[config.mk]
export PLATFORM = sky130hd
export DESIGN_NAME = switch_top
export DESIGN_NICKNAME = d
export VERILOG_FILES = /design/src/common/switch_pkg.sv /design/src/lsb_crc8.sv /design/src/switch_top.sv
export VERILOG_INCLUDE_DIRS = /design/src /design/src/common
export SDC_FILE = /design/constraint.sdc
export NUM_CORES = 1
export LEC_CHECK = 0
export BUFFER_PORTS_ARGS = -buffer_cell sky130_fd_sc_hd__buf_2
export CAP_MARGIN = 20
export CORE_ASPECT_RATIO = 1.2
export CORE_MARGIN = 3
export CORE_UTILIZATION = 36
export CTS_CLUSTER_DIAMETER = 120
export DETAILED_ROUTE_END_ITERATION = 10
export PLACE_DENSITY = 0.6
export SLEW_MARGIN = 10
export SYNTH_ARGS = -nofsm -noshare
export SYNTH_HDL_FRONTEND = slang
export SYNTH_SLANG_ARGS = --single-unit
[constraint.sdc]
create_clock -name clk -period 3.2 [get_ports clk]
set_input_delay 0.32 -clock clk [delete_from_list [all_inputs] [get_ports clk]]
set_output_delay 0.32 -clock clk [all_outputs]
set_load 0.01 [all_outputs]
[src/common/switch_params.svh]
/*
 * Constants of the eight-channel addressable switch: command codes,
 * register page addresses, field positions, reset values and counts.
 * Assumes it is included by bare name after the package is compiled.
 */
`ifndef SWITCH_PARAMS_SVH
`define SWITCH_PARAMS_SVH

// Selection commands, the first byte after a bus reset
`define SW_CMD_READ_ROM 8'h33
`define SW_CMD_MATCH_ROM 8'h55
`define SW_CMD_SEARCH_ROM 8'hf0
`define SW_CMD_COND_SEARCH 8'hec
`define SW_CMD_SKIP_ROM 8'hcc
`define SW_CMD_OD_SKIP 8'h3c
`define SW_CMD_OD_MATCH 8'h69
`define SW_CMD_RESUME 8'ha5

// Control commands, accepted once selected
`define SW_CMD_CA_READ 8'hf5
`define SW_CMD_CA_WRITE 8'h5a
`define SW_CMD_RD_REGS 8'hf0
`define SW_CMD_WR_REGS 8'hcc
`define SW_CMD_RST_ACT 8'hc3
`define SW_CONFIRM 8'haa

// Register page addresses
`define SW_ADR_PIN 16'h0088
`define SW_ADR_LATCH 16'h0089
`define SW_ADR_ACT 16'h008a
`define SW_ADR_MASK 16'h008b
`define SW_ADR_POL 16'h008c
`define SW_ADR_CTRL 16'h008d
`define SW_ADR_LAST 16'h008f
`define SW_ADR_ONE 16'h0001

// Control/status fields and reset values
`define SW_ROS_BIT 2
`define SW_PORL_BIT 3
`define SW_CTRL_RST 8'h08
`define SW_ZERO8 8'h00
`define SW_ONES8 8'hff

// Check value and identifier layout
`define SW_CRC_POLY 8'h8c
`define SW_BYTE_LAST 3'h7
`define SW_ROM_LAST 6'h3f
`define SW_BODY_LAST 6'h37
`define SW_CNT_ONE 6'h01
`define SW_PH_LAST 2'h2

`endif

[src/common/switch_pkg.sv]
/*
 * Types of the eight-channel addressable switch.
 * Assumes nothing beyond a SystemVerilog compiler.
 */
package switch_pkg;
    // Protocol states, Gray coded along select-then-access path
    typedef enum logic [3:0] {
        S_ROM_CMD = 4'h0,
        S_ROM_MATCH = 4'h1,
        S_CTRL_CMD = 4'h3,
        S_CA_WRITE = 4'h2,
        S_CA_READ = 4'h6,
        S_SEND_AA = 4'h7,
        S_REG_ADDR = 4'h5,
        S_REG_READ = 4'h4,
        S_REG_WRITE = 4'hc,
        S_ROM_READ = 4'hd,
        S_ROM_SEARCH = 4'hf,
        S_IDLE = 4'he
    } state_e;
endpackage

[src/lsb_crc8.sv]
/*
 * Serial check-value generator, fed least significant bit first.
 * Assumes clr and en are never raised together by the caller.
 */
`timescale 1ns/1ps
`default_nettype none
`include "switch_params.svh"

module lsb_crc8 (
    // Clock and reset
    input wire logic clk,
    input wire logic rstn,
    // Control and data
    input wire logic clr,
    input wire logic en,
    input wire logic din,
    // Running check value
    output logic [7:0] crc_q
);
    logic [7:0] crc_d; // Next check value
    logic fb; // Feedback bit

    // Shift right with reflected polynomial, initial value zero
    always_comb begin
        fb = din ^ crc_q[0];
        crc_d = crc_q;
        if (clr) begin
            crc_d = `SW_ZERO8;
        end else if (en) begin
            crc_d = {1'b0, crc_q[7:1]} ^ (fb ? `SW_CRC_POLY : `SW_ZERO8);
        end
    end

    // Register only
    always_ff @(posedge clk or negedge rstn) begin
        if (!rstn) begin
            crc_q <= `SW_ZERO8;
        end else begin
            crc_q <= crc_d;
        end
    end
endmodule
`default_nettype wire

[src/switch_top.sv]
/*
 * Command layer of an eight-channel addressable open-drain switch.
 * Assumes a slot front end that reports bus resets and one pulse per
 * bus time slot with the bit the master wrote; ret_bit_q is the level
 * the device leaves on the line in a read slot.
 */
// Overview of operation
// - Eight channels: input plus open-drain output
// - Reset/strobe pin function chosen by software
// - Low reset input sets all output latches
// - Strobe after channel-access write and read
// - Pin powers up as reset input
// - 64-bit identifier and 64-bit register page
// - Overdrive command at standard speed enters overdrive
// - Control commands only after successful selection
// - All bytes travel least significant bit first
// - Identifier: family, 48-bit serial, check byte
// - Check polynomial x8+x5+x4+1, zero start
// - Output latches hold last written value until a low reset input sets them
`timescale 1ns/1ps
`default_nettype none
`include "switch_params.svh"

module switch_top #(
    parameter logic [7:0] FAMILY_CODE = 8'h5e, // Arbitrary value
    parameter logic [47:0] SERIAL = 48'h0000_0000_0001 // Arbitrary value
) (
    // Clock and reset
    input wire logic clk,
    input wire logic rstn,
    // Bus slot interface
    input wire logic bus_reset,
    input wire logic bus_reset_std,
    input wire logic slot_valid,
    input wire logic slot_bit,
    output logic ret_bit_q,
    output logic overdrive_q,
    // Channel pins
    input wire logic [7:0] chan_in,
    output logic [7:0] chan_out_q,
    output logic [7:0] chan_oe_q,
    // Reset/strobe pin
    input wire logic rs_in,
    output logic rs_out_q,
    output logic rs_oe_q
);
    switch_pkg::state_e state_q, state_d; // Protocol state
    logic [5:0] cnt_q, cnt_d; // Bit counter within field
    logic [1:0] ph_q, ph_d; // Sub-phase of search and two-byte fields
    logic [7:0] sh_q, sh_d; // Receive shift register
    logic [7:0] tx_q, tx_d; // Byte being sent
    logic [7:0] cmd_q, cmd_d; // Last control command
    logic [7:0] data_q, data_d; // Channel write data awaiting its inverse
    logic [15:0] addr_q, addr_d; // Register page address
    logic [7:0] latch_q, latch_d; // Channel output latches
    logic [7:0] act_q, act_d; // Activity latches
    logic [7:0] prev_q; // Last sampled channel level
    logic [7:0] mask_q, mask_d, pol_q, pol_d, ctrl_q, ctrl_d; // Page regs
    logic od_d, resume_q, resume_d, access_strobe_output_d, ret_d; // Flags
    logic [5:0] init_q; // Identifier check walk index
    logic rom_ok_q; // Check value ready
    logic [7:0] crc_q; // Check value of identifier body
    logic [7:0] rx; // Byte as it stands after this slot
    logic byte_end, act_clr, ros;
    logic [63:0] rom; // Identifier, bit 0 sent first

    assign rom = {crc_q, SERIAL, FAMILY_CODE};
    assign ros = ctrl_q[`SW_ROS_BIT];
    assign rx = {slot_bit, sh_q[7:1]};
    assign byte_end = cnt_q[2:0] == `SW_BYTE_LAST;

    // Check value of the 56-bit body, walked once after reset
    lsb_crc8 u_crc (
        .clk(clk),
        .rstn(rstn),
        .clr(1'b0),
        .en(!rom_ok_q),
        .din(rom[init_q]),
        .crc_q(crc_q)
    );

    // Register page read decode; unmapped bytes read as all ones
    function automatic logic [7:0] rd_reg(input logic [15:0] a);
        case (a)
            `SW_ADR_PIN: rd_reg = chan_in;
            `SW_ADR_LATCH: rd_reg = latch_q;
            `SW_ADR_ACT: rd_reg = act_q;
            `SW_ADR_MASK: rd_reg = mask_q;
            `SW_ADR_POL: rd_reg = pol_q;
            `SW_ADR_CTRL: rd_reg = ctrl_q;
            default: rd_reg = `SW_ONES8;
        endcase
    endfunction

    // Next-state logic for protocol, latches and page registers
    always_comb begin
        state_d = state_q;
        cnt_d = cnt_q;
        ph_d = ph_q;
        sh_d = sh_q;
        tx_d = tx_q;
        cmd_d = cmd_q;
        data_d = data_q;
        addr_d = addr_q;
        latch_d = latch_q;
        mask_d = mask_q;
        pol_d = pol_q;
        ctrl_d = ctrl_q;
        od_d = overdrive_q;
        resume_d = resume_q;
        access_strobe_output_d = rs_oe_q;
        act_clr = 1'b0;
        // A strobe lasts until the next slot, never longer
        if (rs_oe_q && slot_valid) begin
            access_strobe_output_d = 1'b0;
        end
        // Slots during the check walk are ignored; it takes 56 cycles
        if (slot_valid && rom_ok_q) begin
            cnt_d = cnt_q + `SW_CNT_ONE;
            sh_d = rx;
            case (state_q)
                switch_pkg::S_ROM_CMD: begin
                    if (byte_end) begin
                        cnt_d = '0;
                        state_d = switch_pkg::S_IDLE;
                        case (rx)
                            `SW_CMD_READ_ROM: begin
                                state_d = switch_pkg::S_ROM_READ;
                            end
                            `SW_CMD_MATCH_ROM, `SW_CMD_OD_MATCH: begin
                                state_d = switch_pkg::S_ROM_MATCH;
                            end
                            `SW_CMD_SKIP_ROM, `SW_CMD_OD_SKIP: begin
                                state_d = switch_pkg::S_CTRL_CMD;
                                resume_d = 1'b0;
                            end
                            `SW_CMD_SEARCH_ROM: begin
                                state_d = switch_pkg::S_ROM_SEARCH;
                                ph_d = '0;
                            end
                            `SW_CMD_RESUME: begin
                                if (resume_q) begin
                                    state_d = switch_pkg::S_CTRL_CMD;
                                end
                            end
                            // Conditional search: this block never joins
                            default: resume_d = 1'b0;
                        endcase
                        if (rx == `SW_CMD_OD_SKIP || rx == `SW_CMD_OD_MATCH) begin
                            od_d = 1'b1;
                        end
                    end
                end
                switch_pkg::S_ROM_READ: begin
                    if (cnt_q == `SW_ROM_LAST) begin
                        state_d = switch_pkg::S_CTRL_CMD;
                    end
                end
                switch_pkg::S_ROM_MATCH: begin
                    if (slot_bit != rom[cnt_q]) begin
                        state_d = switch_pkg::S_IDLE;
                        resume_d = 1'b0;
                    end else if (cnt_q == `SW_ROM_LAST) begin
                        state_d = switch_pkg::S_CTRL_CMD;
                        resume_d = 1'b1;
                    end
                end
                switch_pkg::S_ROM_SEARCH: begin
                    // Bit, its complement, then the master's choice
                    ph_d = ph_q + 2'h1;
                    cnt_d = cnt_q;
                    if (ph_q == `SW_PH_LAST) begin
                        ph_d = '0;
                        cnt_d = cnt_q + `SW_CNT_ONE;
                        if (slot_bit != rom[cnt_q]) begin
                            state_d = switch_pkg::S_IDLE;
                            resume_d = 1'b0;
                        end else if (cnt_q == `SW_ROM_LAST) begin
                            state_d = switch_pkg::S_CTRL_CMD;
                            resume_d = 1'b1;
                        end
                    end
                end
                switch_pkg::S_CTRL_CMD: begin
                    if (byte_end) begin
                        cmd_d = rx;
                        cnt_d = '0;
                        ph_d = '0;
                        state_d = switch_pkg::S_IDLE;
                        case (rx)
                            `SW_CMD_CA_READ: begin
                                state_d = switch_pkg::S_CA_READ;
                                tx_d = chan_in;
                            end
                            `SW_CMD_CA_WRITE: begin
                                state_d = switch_pkg::S_CA_WRITE;
                            end
                            `SW_CMD_RD_REGS, `SW_CMD_WR_REGS: begin
                                state_d = switch_pkg::S_REG_ADDR;
                            end
                            `SW_CMD_RST_ACT: begin
                                state_d = switch_pkg::S_SEND_AA;
                                tx_d = `SW_CONFIRM;
                                act_clr = 1'b1;
                            end
                            default: state_d = switch_pkg::S_IDLE;
                        endcase
                    end
                end
                switch_pkg::S_CA_READ: begin
                    if (byte_end) begin
                        tx_d = chan_in;
                        access_strobe_output_d = ros;
                    end
                end
                switch_pkg::S_CA_WRITE: begin
                    if (byte_end && ph_q == 2'h0) begin
                        data_d = rx;
                        ph_d = 2'h1;
                    end else if (byte_end) begin
                        ph_d = '0;
                        state_d = switch_pkg::S_IDLE;
                        // Only a byte followed by its inverse is applied
                        if (rx == ~data_q) begin
                            latch_d = data_q;
                            access_strobe_output_d = ros;
                            state_d = switch_pkg::S_SEND_AA;
                            tx_d = `SW_CONFIRM;
                        end
                    end
                end
                switch_pkg::S_SEND_AA: begin
                    if (byte_end && cmd_q == `SW_CMD_CA_WRITE) begin
                        state_d = switch_pkg::S_CA_WRITE;
                    end
                end
                switch_pkg::S_REG_ADDR: begin
                    if (byte_end) begin
                        addr_d = {rx, addr_q[15:8]};
                        ph_d = 2'h1;
                        if (ph_q == 2'h1) begin
                            ph_d = '0;
                            tx_d = rd_reg(addr_d);
                            state_d = (cmd_q == `SW_CMD_RD_REGS) ?
                                switch_pkg::S_REG_READ :
                                switch_pkg::S_REG_WRITE;
                        end
                    end
                end
                switch_pkg::S_REG_READ: begin
                    if (byte_end) begin
                        addr_d = addr_q + `SW_ADR_ONE;
                        tx_d = rd_reg(addr_d);
                    end
                end
                switch_pkg::S_REG_WRITE: begin
                    if (byte_end) begin
                        addr_d = addr_q + `SW_ADR_ONE;
                        case (addr_q)
                            `SW_ADR_MASK: mask_d = rx;
                            `SW_ADR_POL: pol_d = rx;
                            // Power-on flag clears by writing a one
                            `SW_ADR_CTRL: ctrl_d = {4'h0,
                                ctrl_q[`SW_PORL_BIT] & ~rx[`SW_PORL_BIT],
                                rx[2:0]};
                            default: addr_d = addr_q + `SW_ADR_ONE;
                        endcase
                    end
                end
                default: state_d = switch_pkg::S_IDLE;
            endcase
        end
        // Reset input wins over a channel write in the same cycle
        if (!ros && !rs_in) begin
            latch_d = `SW_ONES8;
            act_clr = 1'b1;
        end
        // Bus reset restarts selection; a standard one leaves overdrive
        if (bus_reset) begin
            state_d = switch_pkg::S_ROM_CMD;
            cnt_d = '0;
            ph_d = '0;
            if (bus_reset_std) begin
                od_d = 1'b0;
            end
        end
        // New activity wins over a clear in the same cycle
        act_d = (act_clr ? `SW_ZERO8 : act_q) | (chan_in ^ prev_q);
        // Level for the next read slot; a one releases the line
        case (state_d)
            switch_pkg::S_ROM_READ: ret_d = rom[cnt_d];
            switch_pkg::S_ROM_SEARCH: ret_d = (ph_d == 2'h0) ? rom[cnt_d] :
                (ph_d == 2'h1) ? ~rom[cnt_d] : 1'b1;
            switch_pkg::S_CA_READ, switch_pkg::S_SEND_AA,
            switch_pkg::S_REG_READ: ret_d = tx_d[cnt_d[2:0]];
            default: ret_d = 1'b1;
        endcase
    end

    // Registers only
    always_ff @(posedge clk or negedge rstn) begin
        if (!rstn) begin
            state_q <= switch_pkg::S_IDLE;
            cnt_q <= '0;
            ph_q <= '0;
            sh_q <= '0;
            tx_q <= '0;
            cmd_q <= '0;
            data_q <= '0;
            addr_q <= '0;
            latch_q <= `SW_ONES8;
            act_q <= '0;
            // Released pins idle high; a zero here would fake activity
            prev_q <= `SW_ONES8;
            mask_q <= '0;
            pol_q <= '0;
            ctrl_q <= `SW_CTRL_RST;
            overdrive_q <= 1'b0;
            resume_q <= 1'b0;
            init_q <= '0;
            rom_ok_q <= 1'b0;
            ret_bit_q <= 1'b1;
            chan_out_q <= '0;
            chan_oe_q <= '0;
            rs_out_q <= 1'b0;
            rs_oe_q <= 1'b0;
        end else begin
            state_q <= state_d;
            cnt_q <= cnt_d;
            ph_q <= ph_d;
            sh_q <= sh_d;
            tx_q <= tx_d;
            cmd_q <= cmd_d;
            data_q <= data_d;
            addr_q <= addr_d;
            latch_q <= latch_d;
            act_q <= act_d;
            prev_q <= chan_in;
            mask_q <= mask_d;
            pol_q <= pol_d;
            ctrl_q <= ctrl_d;
            overdrive_q <= od_d;
            resume_q <= resume_d;
            init_q <= rom_ok_q ? init_q : init_q + `SW_CNT_ONE;
            rom_ok_q <= rom_ok_q | (init_q == `SW_BODY_LAST);
            ret_bit_q <= ret_d;
            chan_out_q <= '0;
            chan_oe_q <= ~latch_d;
            rs_out_q <= 1'b0;
            rs_oe_q <= access_strobe_output_d;
        end
    end

    od_enter_a: assert property (@(posedge clk) disable iff (!rstn)
        (slot_valid && rom_ok_q && !bus_reset && byte_end
        && state_q == switch_pkg::S_ROM_CMD && rx == `SW_CMD_OD_SKIP)
        |=> overdrive_q && state_q == switch_pkg::S_CTRL_CMD)
        else $error("overdrive skip did not enter overdrive");
    rst_latch_a: assert property (@(posedge clk) disable iff (!rstn)
        (!ros && !rs_in) |=> latch_q == `SW_ONES8 && chan_oe_q == 8'h00
        && act_q == ($past(chan_in) ^ $past(prev_q)))
        else $error("reset input did not turn channels off");
    strobe_len_a: assert property (@(posedge clk) disable iff (!rstn)
        (rs_oe_q && slot_valid) |=> !rs_oe_q)
        else $error("strobe outlasted one slot");
    strobe_ros_a: assert property (@(posedge clk) disable iff (!rstn)
        $rose(rs_oe_q) |-> $past(ros) && ($past(state_q) ==
        switch_pkg::S_CA_READ || $past(state_q) == switch_pkg::S_CA_WRITE))
        else $error("strobe without access or in reset mode");
    chan_drive_a: assert property (@(posedge clk) disable iff (!rstn)
        chan_oe_q == ~latch_q && chan_out_q == 8'h00)
        else $error("channel drive does not follow latch");
    ctrl_gate_a: assert property (@(posedge clk) disable iff (!rstn)
        (state_q == switch_pkg::S_CTRL_CMD && $past(state_q) !=
        switch_pkg::S_CTRL_CMD) |-> $past(state_q) inside
        {switch_pkg::S_ROM_CMD, switch_pkg::S_ROM_READ,
        switch_pkg::S_ROM_MATCH, switch_pkg::S_ROM_SEARCH})
        else $error("control command entered without selection");
    latch_src_a: assert property (@(posedge clk) disable iff (!rstn)
        (latch_q != $past(latch_q) && $past(ros || rs_in)) |->
        $past(state_q) == switch_pkg::S_CA_WRITE && latch_q == $past(data_q))
        else $error("output latch changed without channel write");
    crc_walk_a: assert property (@(posedge clk) disable iff (!rstn)
        $rose(rom_ok_q) |-> $past(init_q) == `SW_BODY_LAST)
        else $error("check value walk length wrong");
    lsb_rom_a: assert property (@(posedge clk) disable iff (!rstn)
        (state_q == switch_pkg::S_ROM_READ) |-> ret_bit_q == rom[cnt_q])
        else $error("identifier bit out of order");
endmodule
`default_nettype wire
==> metrics.md <==
| Metric | Value |
|---|---|
| Status | `complete, no violations` |
| Worst path cell trace | `buf_4, nor4bb_1, buf_4, and4b_2, nor2_1, a221o_1, a31oi_2, nand4_1, and2_4, a211oi_2, buf_4, o211ai_2, o211ai_1` |
| Post-Syn Area | `a little under 9000 um^2` |
| Layout cells sized above 1 | `0.244` |
| Pre-CTS WS | `between 0.02 and 0.03 ns` |
| First-pass GRT wire length | `approximately 47 mm` |
| Clock Skew | `about 0.014 ns` |
| Critical Path Fanout Max | `7` |
| Core footprint | `between 20000 and 25000 um^2` |
| Vias/cell | `between 5 and 6` |
| CTS Buf Count | `17` |
| WL/cell | `20.6 um` |
| Final Net Count | `1127` |
| Cell area power density | `350 nW/um^2` |
| Die H | `177 um` |
| Vias | `around 8400` |
| Cell count after synthesis | `1013` |
| Clk root buf | `clkbuf_16` |
| Number of synthesized flops with an enable pin | `0` |
| Final Util | `0.443` |
| Total Routing Usage GR | `0.225` |
| Setup WS post-layout | `roughly 0.088 ns` |
| Initial Utilization | `0.367` |
| Pre-antenna DRT Iters | `7` |
| Fillers | `2366` |
| Syn avg cell area | `8.71 um^2` |
| Vias in the first global route | `slightly above 8000` |
| CP Class | `reg2reg` |
| Most frequent CP cell | `buf_4` |
| Slowest-stage cell, CP | `dfrtp_1` |
| Post-synthesis async set-or-reset flop share | `1.00` |
| Peak Freq | `around 320 MHz` |
| Worst-skew pair later-pin latency | `roughly 0.44 ns` |
| CP endpoint kind | `flip-flop` |
| Max-slew violation count | `0` |
| # DRC | `0` |
| Number of port buffers | `25` |
| Maximum VDD drop | `0.290 mV` |
| Largest net degree at the start of global routing | `just under 60` |
| Ys Warns | `0` |
| Commonest register cell after synthesis | `dfrtp_1` |
| Drt first-iter violations | `744` |
| Clock Path Buffers | `2` |
| Fin. Hold Viols | `0` |
| Final min period | `slightly above 3 ns` |
| Worst setup SP type | `flip-flop` |
| Crit path largest cell delay | `roughly 0.40 ns` |
| H-tree depth | `4` |
| Antenna violations before repair | `0` |
| Worst-Margin Slew | `approximately 0.9 ns` |
| Worst Hold Class | `in2reg` |
| Global route total overflow | `0` |
| Max-Cap Viols | `0` |
| Crit path DAT | `approximately 3.5 ns` |
| Synth unique cells | `86` |
| Die Wd | `149 um` |
| LEAKAGE | `approximately 0.0046 uW` |
| IO Pins | `35` |
| Row count | `62` |
| Final period util | `0.972` |
| Detail Route Antenna Nets | `0` |
| Final WL | `around 30 mm` |
| Antenna Cells | `0` |
| Sequential-to-total area share from yosys stat | `0.372` |
| RePlAce Congestion | `between 0.9 and 1` |
| CTS sink cnt | `130` |
| Critical Path RT | `3.54 ns` |
| Synth Register Bits | `130` |
| Area Overhead vs Synth | `20.7%` |
| CTS clk-pin slew, worst paths | `about 0.060 ns` |
| CTS tree | `yes` |
| Die ar. | `roughly 26000 um^2` |
| Final number of setup-violating endpoints | `0` |
| Relative max-transition margin | `0.401` |
| DP HPWL | `roughly 22 mm` |
==> flip-flops by register name, summed over array words and instances (netlist names), 2 cells and up <==
register     cells
init_q           6
u_crc.crc_q      8
tx_q             8
ctrl_q           4
act_q            8
cnt_q            6
data_q           8
sh_q             7
chan_oe_q        8
ph_q             2
prev_q           8
mask_q           8
addr_q          16
latch_q          8
state_q          4
cmd_q            8
pol_q            8
==> final timing paths <==
check                                   endpoint  depth (start not counted)  slack (ns)                   from
max reg2reg                  ret_bit_q$_DFF_PN1_                         13        0.09    sh_q[4]$_DFFE_PN0P_
min                          prev_q[2]$_DFF_PN1_                          1        0.05             chan_in[2]
max in group asynchronous  ctrl_q[3]$_DFFE_PN1P_                          3        1.98                   rstn
max                          ret_bit_q$_DFF_PN1_                         13        0.09    sh_q[4]$_DFFE_PN0P_
min in group asynchronous  addr_q[7]$_DFFE_PN0P_                          2        0.41                   rstn
min reg2reg                ctrl_q[3]$_DFFE_PN1P_                          2        0.50  ctrl_q[3]$_DFFE_PN1P_
==> Yosys cell counts (all sizes together), types with 6 or more instances <==
library cell  count  area [um^2]
mux2i            20          200
and3             17          106
a21oi            63          315
o31ai             6         45.0
nor4             18          113
nand3            30          150
nand4b            6         52.6
nand2           117          439
clkbuf           64          240
nor2b            12         75.1
nand4            21          131
o21a              8         60.1
a22oi            16          120
or4               6         48.8
nor3             15         75.1
inv              34          128
a221oi            7         61.3
mux2             39          439
a31oi            13         81.3
a22o              7         61.3
xnor2            27          236
ha               13          163
o21ai            57          285
a211oi            9         67.6
o22ai            10         62.6
nor4bb            7         70.1
and2             11         68.8
nand2b           15         93.8
mux4              6          135
o211ai           12         95.1
or2               6         37.5
buf              19          130
dfstp            21          552
nor2             77          289
dfrtp           109         2730
==> cell usage in the layout, fill, tap and decap left out, types with 6 or more instances in the layout <==
master | synthesis | routed
mux2i_1 | 20 | 20
nand2_1 | 117 | 117
buf_2 | 2 | 24
o22ai_1 | 10 | 10
a22o_1 | 7 | 7
and3_1 | 17 | 17
nor3_1 | 15 | 13
a211oi_1 | 9 | 8
o21a_1 | 8 | 8
conb_1 | 1 | 9
a21oi_1 | 63 | 60
inv_1 | 32 | 32
xnor2_1 | 27 | 27
and2_1 | 11 | 10
dfrtp_1 | 109 | 109
nand3_1 | 30 | 29
o21ai_0 | 48 | 47
mux4_2 | 6 | 6
nor2_1 | 77 | 76
ha_1 | 13 | 11
dfstp_2 | 21 | 19
clkbuf_16 | 0 | 17
nor2b_1 | 12 | 12
mux2_1 | 10 | 10
nand2b_1 | 15 | 15
inv_6 | 0 | 6
a221oi_1 | 7 | 6
nor4_1 | 18 | 15
a22oi_1 | 16 | 16
buf_4 | 9 | 114
nand4b_1 | 6 | 6
mux2_2 | 29 | 29
nand4_1 | 21 | 21
o211ai_1 | 11 | 11
a31oi_1 | 13 | 12
o21ai_1 | 9 | 10
==> what timing repair did <==
action / CTS / global route
resized for setup: 0 / 35
hold buffers: 1 / 0
hold endpoints to repair: 51 / 0
buffers inserted: 0 / 1
endpoints found under the setup margin: 0 / 1
==> worst max-delay path: cells and delay by family (launching register included) <==
family / cells / cell delay (ns)
flops: 1 / 0.40
buf+inv: 3 / 0.52
compound gates: 5 / 1.00
simple gates: 5 / 1.10
==> report_power, final <==
group	total (uW)	leakage [uW]	internal, uW	switching [uW]
Clock	1930	0.000279	1050	878
Sequential	1680	0.00168	1660	14.5
Combinational	114	0.00262	32.3	81.5
Total	3720	0.00458	2750	974
==> metal layers <==
metal,vias to the layer above,wire [um],share of wire,track usage
li1,3917,-,-,-
met3,68,1490,0.050,0.0358
met4,0,1160,0.039,0.0931
met2,301,14400,0.49,0.383
met1,4107,12400,0.42,0.285
met5,-,0,0,0
==> metrics by stage <==
step	hold slack (ns)	instance area, um^2	instances	total power (uW)	TNS [ns]
6_report	0.0518	10700	1432	3720	0
5_1_grt	0.0337	10700	1432	3850	-0.0184
4_1_cts	0.0303	10500	1431	3760	0
3_5_place_dp	0.324	9900	1398	1820	0
3_3_place_gp	0.324	9900	1398	1820	0
2_1_floorplan	0.0244	8850	1021	1750	0
==> cell type report <==
cell class	instances	area [um^2]	share of cell area
clock buffers	18	439	0.0412
clock inverters	14	138	0.0129
inverters	35	131	0.0123
multi-input cells	773	5220	0.490
flip-flops and latches	130	3290	0.309
well taps	320	400	0.0376
repair buffers	142	1040	0.0974
==> kinds of logic (layout without fill, tap and decap cells) <==
group,Yosys count,in the layout,share of synthesized area
fa+ha+maj,13,13,0.0184
buf+inv,118,209,0.0569
other cells,1,9,0.000425
simple gates,379,379,0.220
compound gates,275,275,0.213
flops,130,130,0.372
mux,65,65,0.0878
xor+xnor,32,32,0.0318
Note: power is estimated with default switching activity, not from simulation.
